===== src/ber_pkg.sv =====
// Notes on behaviour
// RULE1 - read completion data error: detected flag, parity flag
// RULE2 - error message with enable sets system error
// RULE3 - posted master abort system error, mask or mode
// RULE4 - write master abort sets detected; posted logs abort
// RULE5 - target abort sets detected and both abort flags
// RULE6 - unsupported completion sets primary master abort
// RULE7 - it sets signaled target abort only in mode
// RULE8 - completer abort sets received and signaled target abort
// RULE9 - unexpected completion logged unless masked; advisory correctable
// RULE10 - completion timeout logged unless masked; advisory correctable
// RULE11 - vendor message type zero is unsupported request
// RULE12 - non config, non message in low power unsupported
// RULE13 - type zero config to nonzero function unsupported
// RULE14 - unsupported request sets device flag; advisory correctable
// RULE15 - flags stay until write one; new error wins
package ber_pkg;
    // =========================================================
    // register byte offsets
    // =========================================================
    localparam logic [7:0] BER_OFF_CTRL = 8'h00; // control bits, read/write
    localparam logic [7:0] BER_OFF_PRI_STATUS = 8'h04; // primary status, write one to clear
    localparam logic [7:0] BER_OFF_SEC_STATUS = 8'h08; // secondary status, write one to clear
    localparam logic [7:0] BER_OFF_SEC_UNC_STATUS = 8'h0c; // secondary uncorrectable status
    localparam logic [7:0] BER_OFF_SEC_UNC_MASK = 8'h10; // secondary uncorrectable mask
    localparam logic [7:0] BER_OFF_UNC_STATUS = 8'h14; // uncorrectable status
    localparam logic [7:0] BER_OFF_UNC_MASK = 8'h18; // uncorrectable mask
    localparam logic [7:0] BER_OFF_UNC_SEVERITY = 8'h1c; // 1 = fatal per class
    localparam logic [7:0] BER_OFF_DEV_STATUS = 8'h20; // device status
    localparam logic [7:0] BER_OFF_INT_STATUS = 8'h24; // interrupt status, clear on read
    localparam logic [7:0] BER_OFF_INT_MASK = 8'h28; // interrupt enable, 1 = pass
    // =========================================================
    // control register fields
    // =========================================================
    localparam int BER_CTRL_SYSTEM_ERROR_REPORT_ENABLE = 0; // system_error_report_enable
    localparam int BER_CTRL_MA_MODE = 1; // master_abort_mode
    localparam int BER_CTRL_ADV_EN = 2; // advisory nonfatal handling enable
    localparam int BER_CTRL_PSTATE = 3; // power state, two bits
    localparam int BER_CTRL_SEC_FATAL = 5; // secondary class errors are fatal
    localparam int BER_CTRL_W = 6;
    localparam logic [5:0] BER_CTRL_RST = 6'h00;
    // =========================================================
    // status field positions
    // =========================================================
    localparam int BER_PRI_SSE = 0; // signaled_system_error
    localparam int BER_PRI_RMA = 1; // received_master_abort
    localparam int BER_PRI_RTA = 2; // received_target_abort
    localparam int BER_SEC_STA = 0; // signaled_target_abort
    localparam int BER_SEC_RTA = 1; // received_target_abort
    localparam int BER_SU_PERR = 0; // secondary_parity_error_flag
    localparam int BER_SU_RMA = 1; // received_master_abort
    localparam int BER_SU_RTA = 2; // received_target_abort
    localparam int BER_UN_UXC = 0; // unexpected_completion_flag
    localparam int BER_UN_CTO = 1; // completion_timeout_flag
    localparam int BER_UN_UR = 2; // unsupported request
    localparam int BER_DEV_COR = 0; // correctable_error_detected
    localparam int BER_DEV_NFTL = 1; // nonfatal_error_detected
    localparam int BER_DEV_FTL = 2; // fatal_error_detected
    localparam int BER_DEV_URD = 3; // unsupported_request_detected
    localparam int BER_INT_MSG = 0; // error message sent upstream
    localparam int BER_INT_COR = 1; // correctable error logged
    localparam int BER_INT_UR = 2; // unsupported request logged
    localparam int BER_W3 = 3; // width of three-bit groups
    localparam int BER_W4 = 4; // width of device status
    localparam logic [2:0] BER_MASK3_RST = 3'h0; // masks reset open, interrupt enables reset off
    localparam logic [2:0] BER_SEV_RST = 3'h0; // all classes nonfatal
    // =========================================================
    // power states
    // =========================================================
    typedef enum logic [1:0] {
        BER_D0 = 2'b00,
        BER_D1 = 2'b01,
        BER_D2 = 2'b10,
        BER_D3HOT = 2'b11
    } ber_pstate_e;
endpackage : ber_pkg


===== src/ber_flags.sv =====
`timescale 1ns/10ps
// sticky flag group: set by hardware, cleared by software writing one
module ber_flags #(
    parameter int W = 3
) (
    // clock and reset
    input wire logic hclk,
    input wire logic hresetn,
    // set and clear vectors
    input wire logic [W-1:0] set,
    input wire logic [W-1:0] clr,
    // flag state
    output logic [W-1:0] q
);
    // refuse an empty flag group at elaboration
    if (W < 1) begin : g_bad_width
        $error("ber_flags width must be positive");
    end

    // set wins over a clear in the same cycle
    always_ff @(posedge hclk or negedge hresetn) begin
        if (!hresetn) begin
            q <= '0;
        end else begin
            q <= (q & ~clr) | set; // RULE15
        end
    end
endmodule : ber_flags


===== src/ber_ahb.sv =====
`timescale 1ns/10ps
// ahb-lite slave front end: writes take no wait, reads take one wait state
module ber_ahb (
    // clock and reset
    input wire logic hclk,
    input wire logic hresetn,
    // ahb-lite slave side
    input wire logic hsel,
    input wire logic [31:0] haddr,
    input wire logic [1:0] htrans,
    input wire logic hwrite,
    input wire logic [2:0] hsize,
    input wire logic hready,
    output logic hreadyout,
    output logic hresp,
    // register strobes
    output logic wr_en,
    output logic rd_en,
    output logic [7:0] reg_addr
);
    logic ph_write; // data phase is a write
    logic ph_valid; // data phase is active
    logic rd_wait; // first read data cycle
    logic take; // address phase accepted

    // accept a nonseq or seq word transfer when the bus is ready
    assign take = hsel & htrans[1] & hready & (hsize == 3'h2);

    // latch address phase
    always_ff @(posedge hclk or negedge hresetn) begin
        if (!hresetn) begin
            ph_valid <= 1'b0;
            ph_write <= 1'b0;
            reg_addr <= 8'h00;
        end else if (hready) begin
            ph_valid <= take;
            ph_write <= hwrite;
            reg_addr <= {haddr[7:2], 2'b00};
        end
    end

    // one wait state on reads so read data is registered
    always_ff @(posedge hclk or negedge hresetn) begin
        if (!hresetn) begin
            rd_wait <= 1'b0;
        end else begin
            rd_wait <= take & ~hwrite;
        end
    end

    assign hreadyout = ~rd_wait;
    assign hresp = 1'b0;
    assign wr_en = ph_valid & ph_write;
    assign rd_en = rd_wait;
endmodule : ber_ahb


===== src/ber_top.sv =====
`timescale 1ns/10ps
// error detection and status logging of the bridge
module ber_top (
    // clock and reset
    input wire logic hclk,
    input wire logic hresetn,
    // ahb-lite register port
    input wire logic hsel,
    input wire logic [31:0] haddr,
    input wire logic [1:0] htrans,
    input wire logic hwrite,
    input wire logic [2:0] hsize,
    input wire logic hready,
    input wire logic [31:0] hwdata,
    output logic hreadyout,
    output logic hresp,
    output logic [31:0] hrdata,
    // secondary bus events, one-cycle pulses
    input wire logic ev_read_cpl_data_err,
    input wire logic ev_posted_wr_master_abort,
    input wire logic ev_nonposted_wr_master_abort,
    input wire logic ev_posted_target_abort,
    input wire logic ev_nonposted_target_abort,
    // completion events, one-cycle pulses
    input wire logic ev_ur_completion,
    input wire logic ev_ca_completion,
    input wire logic ev_unexpected_completion,
    input wire logic ev_completion_timeout,
    // received request, qualified by req_valid
    input wire logic req_valid,
    input wire logic req_is_config,
    input wire logic req_is_message,
    input wire logic req_is_vendor_type0,
    input wire logic req_cfg_type0,
    input wire logic [2:0] req_function,
    // upstream error messages, one-cycle pulses
    output logic msg_fatal,
    output logic msg_nonfatal,
    output logic msg_correctable,
    // interrupt
    output logic irq
);
    // =========================================================
    // bus front end
    // =========================================================
    logic wr_en; // write data phase
    logic rd_en; // read data cycle
    logic [7:0] reg_addr; // word-aligned offset

    ber_ahb u_ahb (
        .hclk(hclk),
        .hresetn(hresetn),
        .hsel(hsel),
        .haddr(haddr),
        .htrans(htrans),
        .hwrite(hwrite),
        .hsize(hsize),
        .hready(hready),
        .hreadyout(hreadyout),
        .hresp(hresp),
        .wr_en(wr_en),
        .rd_en(rd_en),
        .reg_addr(reg_addr)
    );

    // =========================================================
    // software-written registers
    // =========================================================
    logic [ber_pkg::BER_CTRL_W-1:0] ctrl; // control bits
    logic [2:0] sec_unc_mask; // secondary uncorrectable mask
    logic [2:0] unc_mask; // uncorrectable mask
    logic [2:0] unc_sev; // uncorrectable severity
    logic [2:0] int_mask; // interrupt enables

    // control and mask writes
    always_ff @(posedge hclk or negedge hresetn) begin
        if (!hresetn) begin
            ctrl <= ber_pkg::BER_CTRL_RST;
            sec_unc_mask <= ber_pkg::BER_MASK3_RST;
            unc_mask <= ber_pkg::BER_MASK3_RST;
            unc_sev <= ber_pkg::BER_SEV_RST;
            int_mask <= ber_pkg::BER_MASK3_RST;
        end else if (wr_en) begin
            unique case (reg_addr)
                ber_pkg::BER_OFF_CTRL: ctrl <= hwdata[ber_pkg::BER_CTRL_W-1:0];
                ber_pkg::BER_OFF_SEC_UNC_MASK: sec_unc_mask <= hwdata[2:0];
                ber_pkg::BER_OFF_UNC_MASK: unc_mask <= hwdata[2:0];
                ber_pkg::BER_OFF_UNC_SEVERITY: unc_sev <= hwdata[2:0];
                ber_pkg::BER_OFF_INT_MASK: int_mask <= hwdata[2:0];
                default: begin
                    // other offsets hold flags or nothing
                end
            endcase
        end
    end

    logic system_error_report_enable; // system_error_report_enable
    logic ma_mode; // master_abort_mode
    logic adv_en; // advisory nonfatal enable
    logic sec_fatal; // secondary class severity
    logic [1:0] pstate; // current power state

    assign system_error_report_enable = ctrl[ber_pkg::BER_CTRL_SYSTEM_ERROR_REPORT_ENABLE];
    assign ma_mode = ctrl[ber_pkg::BER_CTRL_MA_MODE];
    assign adv_en = ctrl[ber_pkg::BER_CTRL_ADV_EN];
    assign sec_fatal = ctrl[ber_pkg::BER_CTRL_SEC_FATAL];
    assign pstate = ctrl[ber_pkg::BER_CTRL_PSTATE +: 2];

    // =========================================================
    // request classification
    // =========================================================
    logic ur_vendor; // vendor message type 0
    logic ur_pstate; // request blocked by power state
    logic ur_func; // type 0 config to nonzero function
    logic ev_ur; // any unsupported request

    assign ur_vendor = req_valid & req_is_vendor_type0; // RULE11
    assign ur_pstate = req_valid & (pstate != ber_pkg::BER_D0) & ~req_is_config & ~req_is_message; // RULE12
    assign ur_func = req_valid & req_is_config & req_cfg_type0 & (req_function != 3'h0); // RULE13
    assign ev_ur = ur_vendor | ur_pstate | ur_func;

    // =========================================================
    // pcie uncorrectable classes: log, severity, advisory
    // =========================================================
    logic [2:0] unc_ev; // per-class events
    logic [2:0] unc_adv; // handled as advisory nonfatal
    logic [2:0] unc_rep; // reported as fatal or nonfatal

    assign unc_ev[ber_pkg::BER_UN_UXC] = ev_unexpected_completion;
    assign unc_ev[ber_pkg::BER_UN_CTO] = ev_completion_timeout;
    assign unc_ev[ber_pkg::BER_UN_UR] = ev_ur;

    // per-class advisory decision, nonfatal errors only, masked or not
    genvar gi;
    generate
        for (gi = 0; gi < ber_pkg::BER_W3; gi++) begin : g_unc
            assign unc_adv[gi] = unc_ev[gi] & adv_en & ~unc_sev[gi]; // RULE9 RULE10 RULE14
            assign unc_rep[gi] = unc_ev[gi] & ~unc_mask[gi] & ~unc_adv[gi];
        end
    endgenerate

    // =========================================================
    // secondary-side classes
    // =========================================================
    logic sec_perr; // delayed read completion data error
    logic sec_rma_p; // posted write master abort
    logic sec_rta; // target abort, either kind
    logic sec_any; // any secondary error detected
    logic sec_msg; // secondary error leads to a message

    assign sec_perr = ev_read_cpl_data_err;
    assign sec_rma_p = ev_posted_wr_master_abort;
    assign sec_rta = ev_posted_target_abort | ev_nonposted_target_abort;
    assign sec_any = sec_perr | sec_rma_p | ev_nonposted_wr_master_abort | sec_rta; // RULE4 RULE5

    // message goes up for unmasked classes, posted master abort also in ma_mode; nonposted master abort always
    assign sec_msg = (sec_perr & ~sec_unc_mask[ber_pkg::BER_SU_PERR])
                   | (sec_rma_p & (~sec_unc_mask[ber_pkg::BER_SU_RMA] | ma_mode)) // RULE3
                   | ev_nonposted_wr_master_abort
                   | (sec_rta & ~sec_unc_mask[ber_pkg::BER_SU_RTA]);

    // =========================================================
    // message generation
    // =========================================================
    logic next_fatal; // fatal message this cycle
    logic next_nonfatal; // nonfatal message this cycle
    logic next_cor; // correctable message this cycle

    assign next_fatal = (sec_msg & sec_fatal) | (|(unc_rep & unc_sev));
    assign next_nonfatal = (sec_msg & ~sec_fatal) | (|(unc_rep & ~unc_sev));
    assign next_cor = |unc_adv;

    // message pulses are registered
    always_ff @(posedge hclk or negedge hresetn) begin
        if (!hresetn) begin
            msg_fatal <= 1'b0;
            msg_nonfatal <= 1'b0;
            msg_correctable <= 1'b0;
        end else begin
            msg_fatal <= next_fatal;
            msg_nonfatal <= next_nonfatal;
            msg_correctable <= next_cor;
        end
    end

    // =========================================================
    // flag groups
    // =========================================================
    logic [2:0] pri_q, pri_set; // primary status
    logic [1:0] sec_q, sec_set; // secondary status
    logic [2:0] su_q, su_set; // secondary uncorrectable status
    logic [2:0] un_q, un_set; // uncorrectable status
    logic [3:0] dev_q, dev_set; // device status
    logic [31:0] w1c; // write-one-clear data
    logic pri_wr, sec_wr, su_wr, un_wr, dev_wr; // write selects

    assign w1c = hwdata;
    assign pri_wr = wr_en & (reg_addr == ber_pkg::BER_OFF_PRI_STATUS);
    assign sec_wr = wr_en & (reg_addr == ber_pkg::BER_OFF_SEC_STATUS);
    assign su_wr = wr_en & (reg_addr == ber_pkg::BER_OFF_SEC_UNC_STATUS);
    assign un_wr = wr_en & (reg_addr == ber_pkg::BER_OFF_UNC_STATUS);
    assign dev_wr = wr_en & (reg_addr == ber_pkg::BER_OFF_DEV_STATUS);

    // primary status sources
    always_comb begin
        pri_set = 3'h0;
        pri_set[ber_pkg::BER_PRI_SSE] = (next_fatal | next_nonfatal) & system_error_report_enable; // RULE2 RULE3
        pri_set[ber_pkg::BER_PRI_RMA] = ev_ur_completion; // RULE6
        pri_set[ber_pkg::BER_PRI_RTA] = ev_ca_completion; // RULE8
    end

    // secondary status sources
    always_comb begin
        sec_set = 2'h0;
        sec_set[ber_pkg::BER_SEC_STA] = (ev_ur_completion & ma_mode) | ev_ca_completion; // RULE7 RULE8
        sec_set[ber_pkg::BER_SEC_RTA] = sec_rta; // RULE5
    end

    // secondary uncorrectable status sources
    always_comb begin
        su_set = 3'h0;
        su_set[ber_pkg::BER_SU_PERR] = sec_perr; // RULE1
        su_set[ber_pkg::BER_SU_RMA] = sec_rma_p; // RULE4
        su_set[ber_pkg::BER_SU_RTA] = sec_rta; // RULE5
    end

    // uncorrectable status logs only unmasked classes
    assign un_set = unc_ev & ~unc_mask; // RULE9 RULE10 RULE11

    // device status sources
    always_comb begin
        dev_set = 4'h0;
        dev_set[ber_pkg::BER_DEV_COR] = |unc_adv; // RULE9 RULE10 RULE14
        dev_set[ber_pkg::BER_DEV_NFTL] = (sec_any & ~sec_fatal) | (|(unc_ev & ~unc_adv & ~unc_sev)); // RULE1
        dev_set[ber_pkg::BER_DEV_FTL] = (sec_any & sec_fatal) | (|(unc_ev & unc_sev)); // RULE1
        dev_set[ber_pkg::BER_DEV_URD] = ev_ur; // RULE14
    end

    ber_flags #(.W(3)) u_pri (
        .hclk(hclk), .hresetn(hresetn), .set(pri_set), .clr(w1c[2:0] & {3{pri_wr}}), .q(pri_q)
    );
    ber_flags #(.W(2)) u_sec (
        .hclk(hclk), .hresetn(hresetn), .set(sec_set), .clr(w1c[1:0] & {2{sec_wr}}), .q(sec_q)
    );
    ber_flags #(.W(3)) u_su (
        .hclk(hclk), .hresetn(hresetn), .set(su_set), .clr(w1c[2:0] & {3{su_wr}}), .q(su_q)
    );
    ber_flags #(.W(3)) u_un (
        .hclk(hclk), .hresetn(hresetn), .set(un_set), .clr(w1c[2:0] & {3{un_wr}}), .q(un_q)
    );
    ber_flags #(.W(4)) u_dev (
        .hclk(hclk), .hresetn(hresetn), .set(dev_set), .clr(w1c[3:0] & {4{dev_wr}}), .q(dev_q)
    );

    // =========================================================
    // interrupt status, cleared by a read
    // =========================================================
    logic [2:0] int_q; // sticky interrupt causes
    logic [2:0] int_set; // causes this cycle
    logic int_rd; // read of interrupt status

    assign int_set = {ev_ur, next_cor, next_fatal | next_nonfatal};
    assign int_rd = rd_en & (reg_addr == ber_pkg::BER_OFF_INT_STATUS);

    // a cause arriving with the read stays set
    always_ff @(posedge hclk or negedge hresetn) begin
        if (!hresetn) begin
            int_q <= 3'h0;
        end else begin
            int_q <= (int_q & ~{3{int_rd}}) | int_set;
        end
    end

    // level interrupt from unmasked causes
    always_ff @(posedge hclk or negedge hresetn) begin
        if (!hresetn) begin
            irq <= 1'b0;
        end else begin
            irq <= |(((int_q & ~{3{int_rd}}) | int_set) & int_mask);
        end
    end

    // =========================================================
    // read data
    // =========================================================
    logic [31:0] next_rdata; // selected register

    // read mux, unmapped offsets read zero
    always_comb begin
        next_rdata = 32'h0000_0000;
        unique case (reg_addr)
            ber_pkg::BER_OFF_CTRL: next_rdata = {26'h0, ctrl};
            ber_pkg::BER_OFF_PRI_STATUS: next_rdata = {29'h0, pri_q};
            ber_pkg::BER_OFF_SEC_STATUS: next_rdata = {30'h0, sec_q};
            ber_pkg::BER_OFF_SEC_UNC_STATUS: next_rdata = {29'h0, su_q};
            ber_pkg::BER_OFF_SEC_UNC_MASK: next_rdata = {29'h0, sec_unc_mask};
            ber_pkg::BER_OFF_UNC_STATUS: next_rdata = {29'h0, un_q};
            ber_pkg::BER_OFF_UNC_MASK: next_rdata = {29'h0, unc_mask};
            ber_pkg::BER_OFF_UNC_SEVERITY: next_rdata = {29'h0, unc_sev};
            ber_pkg::BER_OFF_DEV_STATUS: next_rdata = {28'h0, dev_q};
            ber_pkg::BER_OFF_INT_STATUS: next_rdata = {29'h0, int_q};
            ber_pkg::BER_OFF_INT_MASK: next_rdata = {29'h0, int_mask};
            default: next_rdata = 32'h0000_0000;
        endcase
    end

    // read data captured in the wait cycle, held after
    always_ff @(posedge hclk or negedge hresetn) begin
        if (!hresetn) begin
            hrdata <= 32'h0000_0000;
        end else if (rd_en) begin
            hrdata <= next_rdata;
        end
    end
endmodule : ber_top


===== config.mk =====
export PLATFORM = sky130hd
export DESIGN_NAME = ber_top
export DESIGN_NICKNAME = d
export VERILOG_FILES = /design/src/ber_pkg.sv /design/src/ber_flags.sv /design/src/ber_ahb.sv /design/src/ber_top.sv
export SDC_FILE = /design/constraint.sdc
export NUM_CORES = 1
export LEC_CHECK = 0
export ABC_AREA = 1
export BUFFER_PORTS_ARGS = -buffer_cell sky130_fd_sc_hd__buf_2
export CORE_ASPECT_RATIO = 1.75
export CORE_MARGIN = 10
export CORE_UTILIZATION = 43
export DETAILED_ROUTE_END_ITERATION = 8
export GPL_TIMING_DRIVEN = 0
export PLACE_DENSITY_LB_ADDON = 0.2
export SETUP_SLACK_MARGIN = 0.3
export SLEW_MARGIN = 25
export SYNTH_ARGS = -nofsm -noshare
export SYNTH_HDL_FRONTEND = slang
export SYNTH_SLANG_ARGS = --single-unit

===== constraint.sdc =====
create_clock -name hclk -period 1.2 [get_ports hclk]
set_input_delay 0 -clock hclk [delete_from_list [all_inputs] [get_ports hclk]]
set_output_delay 0 -clock hclk [all_outputs]
set_load 0.005 [all_outputs]

=== Word-level counts from Yosys, hierarchy flattened ===
Cells that the tools add are included.

* Register bits: 81
* Bits in latches: 0
* Bits in writable memories: 0
* Memory bits (read-only): 0
* Input port bits: 91
* Output and inout bits: 38
* Logic and storage cells: 151
* Memories: 0

* Add/sub/neg operators: 0
* $mul: 0
* Div/mod/pow operators: 0
* Magnitude comparators: 0
* Eq/ne operators: 11
* Shift-type cells: 0
* Multiplexer cells: 1
* Bitwise gates (word level): 105
* Reductions and logical operators: 14

{| class="wikitable"
|+ Operators by type and width
! cell !! number
|-
| $pmux W6 S11 || 1
|-
| $and A3 B3 Y3 || 14
|-
| $and A1 B1 Y1 || 39
|-
| $eq A6 B3 Y1 const B || 4
|-
| $not A3 Y3 || 7
|-
| $eq A6 B4 Y1 const B || 3
|-
| $reduce_or A3 Y1 || 6
|-
| $not A1 Y1 || 17
|-
| $or A1 B1 Y1 || 16
|-
| $eq A6 B2 Y1 const B || 2
|-
| $or A3 B3 Y3 || 4
|-
| $reduce_and A2 Y1 || 5
|-
| $and A4 B4 Y4 || 2
|-
| $logic_not A8 Y1 || 1
|-
| $eq A6 B1 Y1 const B || 1
|-
| $and A2 B2 Y2 || 2
|-
| $not A4 Y4 || 1
|-
| $or A4 B4 Y4 || 1
|-
| $eq A3 B2 Y1 const B || 1
|-
| $reduce_bool A3 Y1 || 1
|-
| $not A2 Y2 || 1
|-
| $or A2 B2 Y2 || 1
|-
| $reduce_bool A2 Y1 || 1
|}

=== Logic depth before layout (Yosys ltp) ===
Gate-level depths: netlist of run 1.

* Word-level depth: 17
* Depth in mapped cells: 10
* Mapped depth without buffers: 10

=== Cells and area by module ===
Synthesis of run 1 repeated with hierarchy kept, for this count alone.

* Cells, all modules: 429
* Area, all modules: 3,125.5 um2

{| class="wikitable"
|+ By module, submodules not included
! module !! instances !! cells each !! area each (um2) !! seq. area each (um2)
|-
| ber_top || 1 || 307 || 2,110.8 || 775.7
|-
| ber_ahb || 1 || 47 || 414.1 || 225.2
|-
| ber_flags (u_pri ...) || 3 || 15 || 120.1 || 75.1
|-
| ber_flags (u_dev) || 1 || 20 || 160.2 || 100.1
|-
| ber_flags (u_sec) || 1 || 10 || 80.1 || 50.0
|}

=== Worst setup path before layout of run 1 ===
No wires, ideal clock.

* Path kind: reg-to-reg
* Start point: register u_ahb.reg_addr[7]
* End point: register irq
* Library setup time: 0.119 ns
* Arrival: 1.188 ns
* Data required time: 1.081 ns
* Path slack: -0.107 ns
* Cell stages (with the launch flop): 9
* Path buffers: 0
* Period minus slack after synthesis: 1.307 ns
* Cell sequence: dfrtp_1 > nor2_4 > nand3_2 > inv_2 > nand3_1 > nand2_1 > nand3_2 > a21oi_1 > nand2_1

* Longest elaborated chain between the ends: 7

{| class="wikitable"
|+ Ends and longest elaborated chain
! element !! RTL line !! text
|-
| start: declaration || ber_ahb.sv:19 || <nowiki>output logic [7:0] reg_addr</nowiki>
|-
| start signal: assignment || ber_ahb.sv:38 || <nowiki>reg_addr <= {haddr[7:2], 2'b00};</nowiki>
|-
| $eq A6 B4 Y1 || ber_top.sv:263 || <nowiki>assign int_rd = rd_en & (reg_addr == ber_pkg::BER_OFF_INT_STATUS);</nowiki>
|-
| $and A1 B1 Y1 || ber_top.sv:263 ||
|-
| $not A3 Y3 || ber_top.sv:279 || <nowiki>irq <= |(((int_q & ~{3{int_rd}}) | int_set) & int_mask);</nowiki>
|-
| $and A3 B3 Y3 || ber_top.sv:279 ||
|-
| $or A3 B3 Y3 || ber_top.sv:279 ||
|-
| $and A3 B3 Y3 || ber_top.sv:279 ||
|-
| $reduce_or A3 Y1 || ber_top.sv:279 ||
|-
| end signal: assignment || ber_top.sv:279 ||
|-
| end: declaration || ber_top.sv:41 || <nowiki>output logic irq</nowiki>
|}

Every way passes these cells.
A chain may end at the register's enable or synchronous reset.

=== Final worst setup path of run 1 ===
* Start point: register u_ahb.reg_addr[7]
* End point: register ctrl[2] in the netlist's numbering

* Longest elaborated chain between the ends: 2

{| class="wikitable"
|+ Ends and longest elaborated chain
! element !! RTL line !! text
|-
| $logic_not A8 Y1 || ber_top.sv:84 || <nowiki>unique case (reg_addr)</nowiki>
|-
| $reduce_and A2 Y1 (no line) || - ||
|-
| end signal: assignment || ber_top.sv:78 || <nowiki>ctrl <= ber_pkg::BER_CTRL_RST;</nowiki>
|-
| end signal: assignment || ber_top.sv:85 || <nowiki>ber_pkg::BER_OFF_CTRL: ctrl <= hwdata[ber_pkg::BER_CTRL_W-1:0];</nowiki>
|-
| end: declaration || ber_top.sv:69 || <nowiki>logic [ber_pkg::BER_CTRL_W-1:0] ctrl;</nowiki>
|}

Every way passes these cells.

==> impl_metrics.ini, run 1 <==
[setup_path]
crit_chain = nor2_4, nand3_4, inv_2, nand2_4, inv_4, nand2_4, buf_6, nand2_1, o21ai_1
cp_max_fo = 5
cp_top_family = simple AND/OR/NAND/NOR gates
r2r_slack_ps = -320
worstPathArrival_ps = 1680
crit_required_ps = 1370
cp_num_cells = 9
worst-r2r-cell-count = 9
worstReg2RegStart = u_ahb.reg_addr[7]
cp_slowest_stage_delay_ps = 410
cp_common_cell = nand2_4
worstSetupStartpoint = u_ahb.reg_addr[7]
r2r_end = ctrl[2]
criticalPathCategory = flop to flop
critPathLaunchType = flop
crit_slowest_cell = dfrtp_1
endpoint = ctrl[2]
crit_buf_inv = 3
end_kind = flop

[clock_network]
cts_num_sinks = 55
path_clk_slew_ps = 70
ctsHtreeMaxLevel = 2
cts_buffers = 5
clock_path_buffers = 2
clock_latency_ps = 300
cts_tree = done
cts_root_buffer = clkbuf_16

[synth]
synth_ff_type = dfrtp_1
synth_area_per_cell_um2 = 7.90
ys_seq_area_frac = 0.480
syn_inst = 363
synth_edf_count = 0
async_flop_share = 1.00
synth-seq-cells = 55
yosysUniqueCellTypes = 29
netlist_area_mm2 = 0.00287
yosysWarnings = 0

[cells_and_area]
design_area_mm2 = 0.00413
drive_above_1_share = 0.389
finalNetCount = 569
fillerInstances = 588
regArea_mm2 = 0.00138
area_growth_pct = 43.8
diodes = 0
multi_input_area_mm2 = 0.00151

[drt]
drt_pass1_iterations = 4
vias_per_cell = 4.86
vias = 2720
drt_iter0_drc = 155
ant_nets = 0
avgRoutedWirePerCell_um = 14.6
wl_mm = 8.17
drc = 0

[min_path]
hold_path.class = input pin to flop
hold_depth = 2

[pwr]
ir_drop_mv = 0.929
leakagePower_uw = 0.00214
power_density_mw_per_mm2 = 1010

[timing]
hold_viol = 0
min_period_ps = 1520
hold_ws_ps = 5.21
fin_worst_skew_ps = 6.82
fin_ws_ps = -317
finalCritPeriodShare = 1.26
max_freq_ghz = 0.659
finalMaxSlewViolations = 0
setup_viol = 44
grt_setup_unrepaired = true

[global_route]
grt_pass1_vias = 2735
gr-max-usage-layer = met2
met2_usage = 0.273
grtUsageMet3 = 0.0506
antenna_found_initial = 0
globalRouteTotalUtil = 0.157
grt_max_degree = 56
grt.met1_usage = 0.164
grt_pass1_wl_mm = 13.0
globalRouteOverflowTotal = 0

[place]
routabilityCongestion = 0.900
numPortBuffers = 48
place_area_mm2 = 0.00335
place_hpwl_mm = 5.89

[floorplanning]
die_area_mm2 = 0.0105
coreArea_mm2 = 0.00649
ios = 129
die_y_um = 128
start_util = 0.442
die_w_um = 81.7
floorplan.rows = 39

[flow_run]
maxCapViolCount = 0

[run_status]
status = complete, but fails checks
violations = negative setup slack
## cell usage in the layout (no fill, tap or decap), types with 8 or more instances in the layout
cell	netlist	layout
nand2_1	103	84
inv_1	39	33
o21ai_1	7	25
conb_1	1	27
dlygate4sd3_1	0	17
nand2_2	2	17
nor2_4	1	12
nand3_1	19	12
nor2_1	22	14
o21ai_0	39	12
inv_2	5	9
buf_2	0	46
buf_6	1	11
o21ai_2	0	8
buf_4	27	34
dfrtp_1	55	50
## worst min-delay path by stage
stage,endpoint,start,slack [ps]
floorplan,ctrl[0],hresetn,-300
global placement,u_ahb.rd_en,hwrite,180
detailed placement,sec_unc_mask[1],hresetn,90
CTS,u_ahb.ph_write,hready,8
global route,u_dev.q[2],ev_completion_timeout,20
finish,u_ahb.ph_write,hready,5
## flip-flops by register name, indices dropped and copies added (netlist names), 4 cells and up
signal and flops:
u_dev.q 4, u_ahb.reg_addr 6, ctrl 6, hrdata 6
## metal layers
metal	vias up	routed length, um
met1	1273	2880
met4	0	236
li1	1344	-
met5	-	0
met2	85	4430
met3	18	627
## logic make-up (layout without fill, tap and decap cells)
group | Yosys count | in the layout | share of synthesized area
flip-flops | 55 | 55 | 0.480
AO/OA/AOI/OAI | 62 | 62 | 0.116
AND/OR/NAND/NOR | 167 | 167 | 0.255
other | 1 | 27 | 0.00131
buffers and inverters | 75 | 164 | 0.136
multiplexers | 3 | 3 | 0.0118
## power breakdown
| part | total (uW) | internal (uW) | switching (uW) |
|---|---|---|---|
| sequential | 2040 | 1950 | 86.4 |
| combinational | 722 | 323 | 398 |
| clock | 1410 | 763 | 650 |
| total | 4170 | 3040 | 1130 |
## cell type report
type / count / share of cell area
plain buffers: 29 / 0.0528
inverters: 46 / 0.0446
well taps: 82 / 0.0249
clock inverters: 2 / 0.00334
multi-input cells: 259 / 0.366
repair buffers: 82 / 0.143
flip-flops and latches: 55 / 0.335
clock buffers: 5 / 0.0303
## worst reg2reg max path, delay by kind of cell, from the launching register on
kind                   cells  cell delay, ps
AND/OR/NAND/NOR            5             610
buffers and inverters      3             330
AO/OA/AOI/OAI              1              60
flip-flops                 1             410
## metrics by stage
step / total power (uW) / TNS [ps] / std cells / utilization / setup WS [ps]
global placement: 2580 / -7910 / 519 / 0.515 / -377
detailed placement: 2590 / -8850 / 519 / 0.516 / -391
finish: 4170 / -8640 / 560 / 0.636 / -317
floorplan: 2380 / -1470 / 389 / - / -106
CTS: 4100 / -7920 / 555 / 0.598 / -276
global route: 4370 / -13130 / 560 / 0.636 / -404
## synth_stat cells (3+ instances only)
| master | count | area (um2) |
|---|---|---|
| inv_1 | 39 | 146 |
| nor3_1 | 5 | 25.0 |
| buf_4 | 27 | 203 |
| mux2_2 | 3 | 33.8 |
| a21oi_1 | 8 | 40.0 |
| nand2_1 | 103 | 387 |
| nand4_1 | 3 | 18.8 |
| nor2_1 | 22 | 82.6 |
| dfrtp_1 | 55 | 1380 |
| nand3_2 | 3 | 30.0 |
| o21ai_1 | 7 | 35.0 |
| o21ai_0 | 39 | 195 |
| inv_2 | 5 | 18.8 |
| nand3_1 | 19 | 95.1 |
| nor2_2 | 6 | 37.5 |
## what timing repair did
action | in CTS | in global routing
gates cloned | 1 | 0
hold buffers | 19 | 0
endpoints found under the hold margin | 71 | 0
setup buffers | 9 | 5
pin swaps | 18 | 28
resized for setup | 54 | 64
endpoints found under the setup margin | 47 | 97
Power figures use the tool's default switching activity.
==> inputs of run 2 (changes only) <==
--- a/config.mk
+++ b/config.mk
@@ -9,7 +9,7 @@
 export BUFFER_PORTS_ARGS = -buffer_cell sky130_fd_sc_hd__buf_2
 export CORE_ASPECT_RATIO = 1.75
 export CORE_MARGIN = 10
-export CORE_UTILIZATION = 43
+export CORE_UTILIZATION = 30
 export DETAILED_ROUTE_END_ITERATION = 8
 export GPL_TIMING_DRIVEN = 0
 export PLACE_DENSITY_LB_ADDON = 0.2
==> run 2 against run 1 <==
Net effect:
- the run ends with negative hold slack, negative setup slack left
- non-clock buffer count is 1 lower
- sequential share of layout area grew 0.14 points
- clock skew is 3.3 ps lower
- routed wire length grew 4.2%
- first-iteration DRC count shrank 20%
- combinational power is 3.0% lower
- setup slack worse by 48 ps
- clock power rose by 7%
- critical endpoint is now hrdata[2]
==> impl_metrics.ini, run 2 (synthesized netlist as in run 1, its figures left out) <==
[drt]
ant_nets = 0
drc = 0
drt_pass1_iterations = 5
vias = 2664
drt_iter0_drc = 124
avgRoutedWirePerCell_um = 14.1
vias_per_cell = 4.43
wl_mm = 8.52

[run_status]
status = complete, but fails checks
violations = negative hold slack, negative setup slack

[place]
routabilityCongestion = 0.895
place_hpwl_mm = 6.32
dp.cells = 559
numPortBuffers = 48

[cells_and_area]
multi_input_area_mm2 = 0.00144
stdcell_count = 602
finalNetCount = 568
fillerInstances = 978
regArea_mm2 = 0.00138
area_growth_pct = 43.1
final_cell_mix = nand2_1, dfrtp_1, buf_2, buf_4, inv_1
reg_top3 = ctrl (6), hrdata (6), u_ahb.reg_addr (6)
layout_commonest_cell = nand2_1
drive_above_1_share = 0.360

[setup_path]
crit_chain = nor2_4, buf_6, nand3_4, nor2_4, inv_2, o21ai_2, nor2_1, nand3_1, nand2_1, nand2_1
criticalPathCategory = flop to flop
critPathLaunchType = flop
r2r_slack_ps = -370
crit_buf_inv = 2
worstPathArrival_ps = 1810
cp_max_fo = 5
cp_slowest_stage_delay_ps = 420
end_kind = flop
crit_required_ps = 1440
crit_slowest_cell = dfrtp_1
cp_top_family = simple AND/OR/NAND/NOR gates

[floorplanning]
die_area_mm2 = 0.0140
coreArea_mm2 = 0.00941
ios = 129
floorplan.rows = 47
start_util = 0.305
die_w_um = 93.9
die_y_um = 149

[timing]
min_period_ps = 1570
grt_setup_unrepaired = true
fin_setup_tns_ps = -8490
hold_ws_ps = -3.46
max_slew_margin = 0.657
fin_ws_ps = -365
finalMaxSlewViolations = 0
fin_worst_skew_ps = 3.57
finalCritPeriodShare = 1.30
hold_viol = 1
setup_viol = 45
max_freq_ghz = 0.639
worst_pin_slew_ps = 515

[clock_network]
clock_latency_ps = 300
clock_path_buffers = 2
cts_root_buffer = clkbuf_16
cts_tree = done
ctsHtreeMaxLevel = 2
path_clk_slew_ps = 70
cts_num_sinks = 55
cts_buffers = 5

[pwr]
power_density_mw_per_mm2 = 1030
ir_drop_mv = 0.511
power_uw = 4240
leakagePower_uw = 0.00212

[global_route]
grt_max_degree = 56
globalRouteTotalUtil = 0.121
antenna_found_initial = 0
grt_pass1_vias = 2734
globalRouteOverflowTotal = 0
grt_pass1_wl_mm = 13.3

[flow_run]
maxCapViolCount = 0

[min_path]
hold_path.class = input pin to flop
-- run 2: changes by cell type in the layout (fill, tap and decap cells not counted), moves of 5 or more --
cell     before  now
nand2_1      84   93
nand2_2      17    8
nand3_2       5   10
o21ai_0      12   20
o21ai_1      25   15
-- run 2: worst min-delay path, stage by stage --
cell,delay [ps]
buf_2,120
nand2_1,60
o2111ai_1,80
-- run 2: routing by layer --
layer  routed length [um]  track usage  vias to the layer above
li1                     -            -                     1345
met1                 3080        0.119                     1226
met2                 4670        0.224                       82
met3                  537       0.0313                       11
met4                  233       0.0580                        0
met5                    0            0                        -
-- run 2: area by class of cell --
cell class | instances | area share
Buffer | 29 | 0.0530
Antenna cell | 2 | 0.00122
Clock buffer | 7 | 0.0348
Timing Repair Buffer | 81 | 0.138
Inverter | 46 | 0.0448
Tap cell | 122 | 0.0372
Multi-Input combinational cell | 259 | 0.352
Sequential cell | 55 | 0.337
Clock inverter | 1 | 0.00213
-- run 2: metrics by stage --
stage	worst slack [ps]	area [um2]	utilization
5_1_grt	-440	4100	0.436
3_3_place_gp	-392	3390	0.361
3_5_place_dp	-412	3400	0.361
2_1_floorplan	-106	3000	-
6_report	-365	4100	0.436
4_1_cts	-342	3880	0.413
-- run 2: worst paths after layout --
path                                            start    endpoint  depth (start not counted)
worst min register to register              hrdata[1]   hrdata[1]                          2
max in group asynchronous                     hresetn     ctrl[2]                          2
min in group asynchronous                     hresetn   hrdata[0]                          2
worst max-delay path                u_ahb.reg_addr[7]   hrdata[2]                         10
worst max register to register      u_ahb.reg_addr[7]   hrdata[2]                         10
worst min-delay path            ev_completion_timeout  u_dev.q[2]                          3
-- run 2: where the power goes --
part           switching, uW  internal [uW]
Clock                    673            837
Combinational            389            311
Sequential              81.2           1950
Total                   1140           3100
-- run 2: what timing repair did --
action	in CTS	in global routing
gates cloned	1	0
hold buffers	20	0
buffers inserted	6	6
resized for setup	31	55
endpoints found under the hold margin	71	0
setup endpoints to repair	47	88
pin swaps	10	9
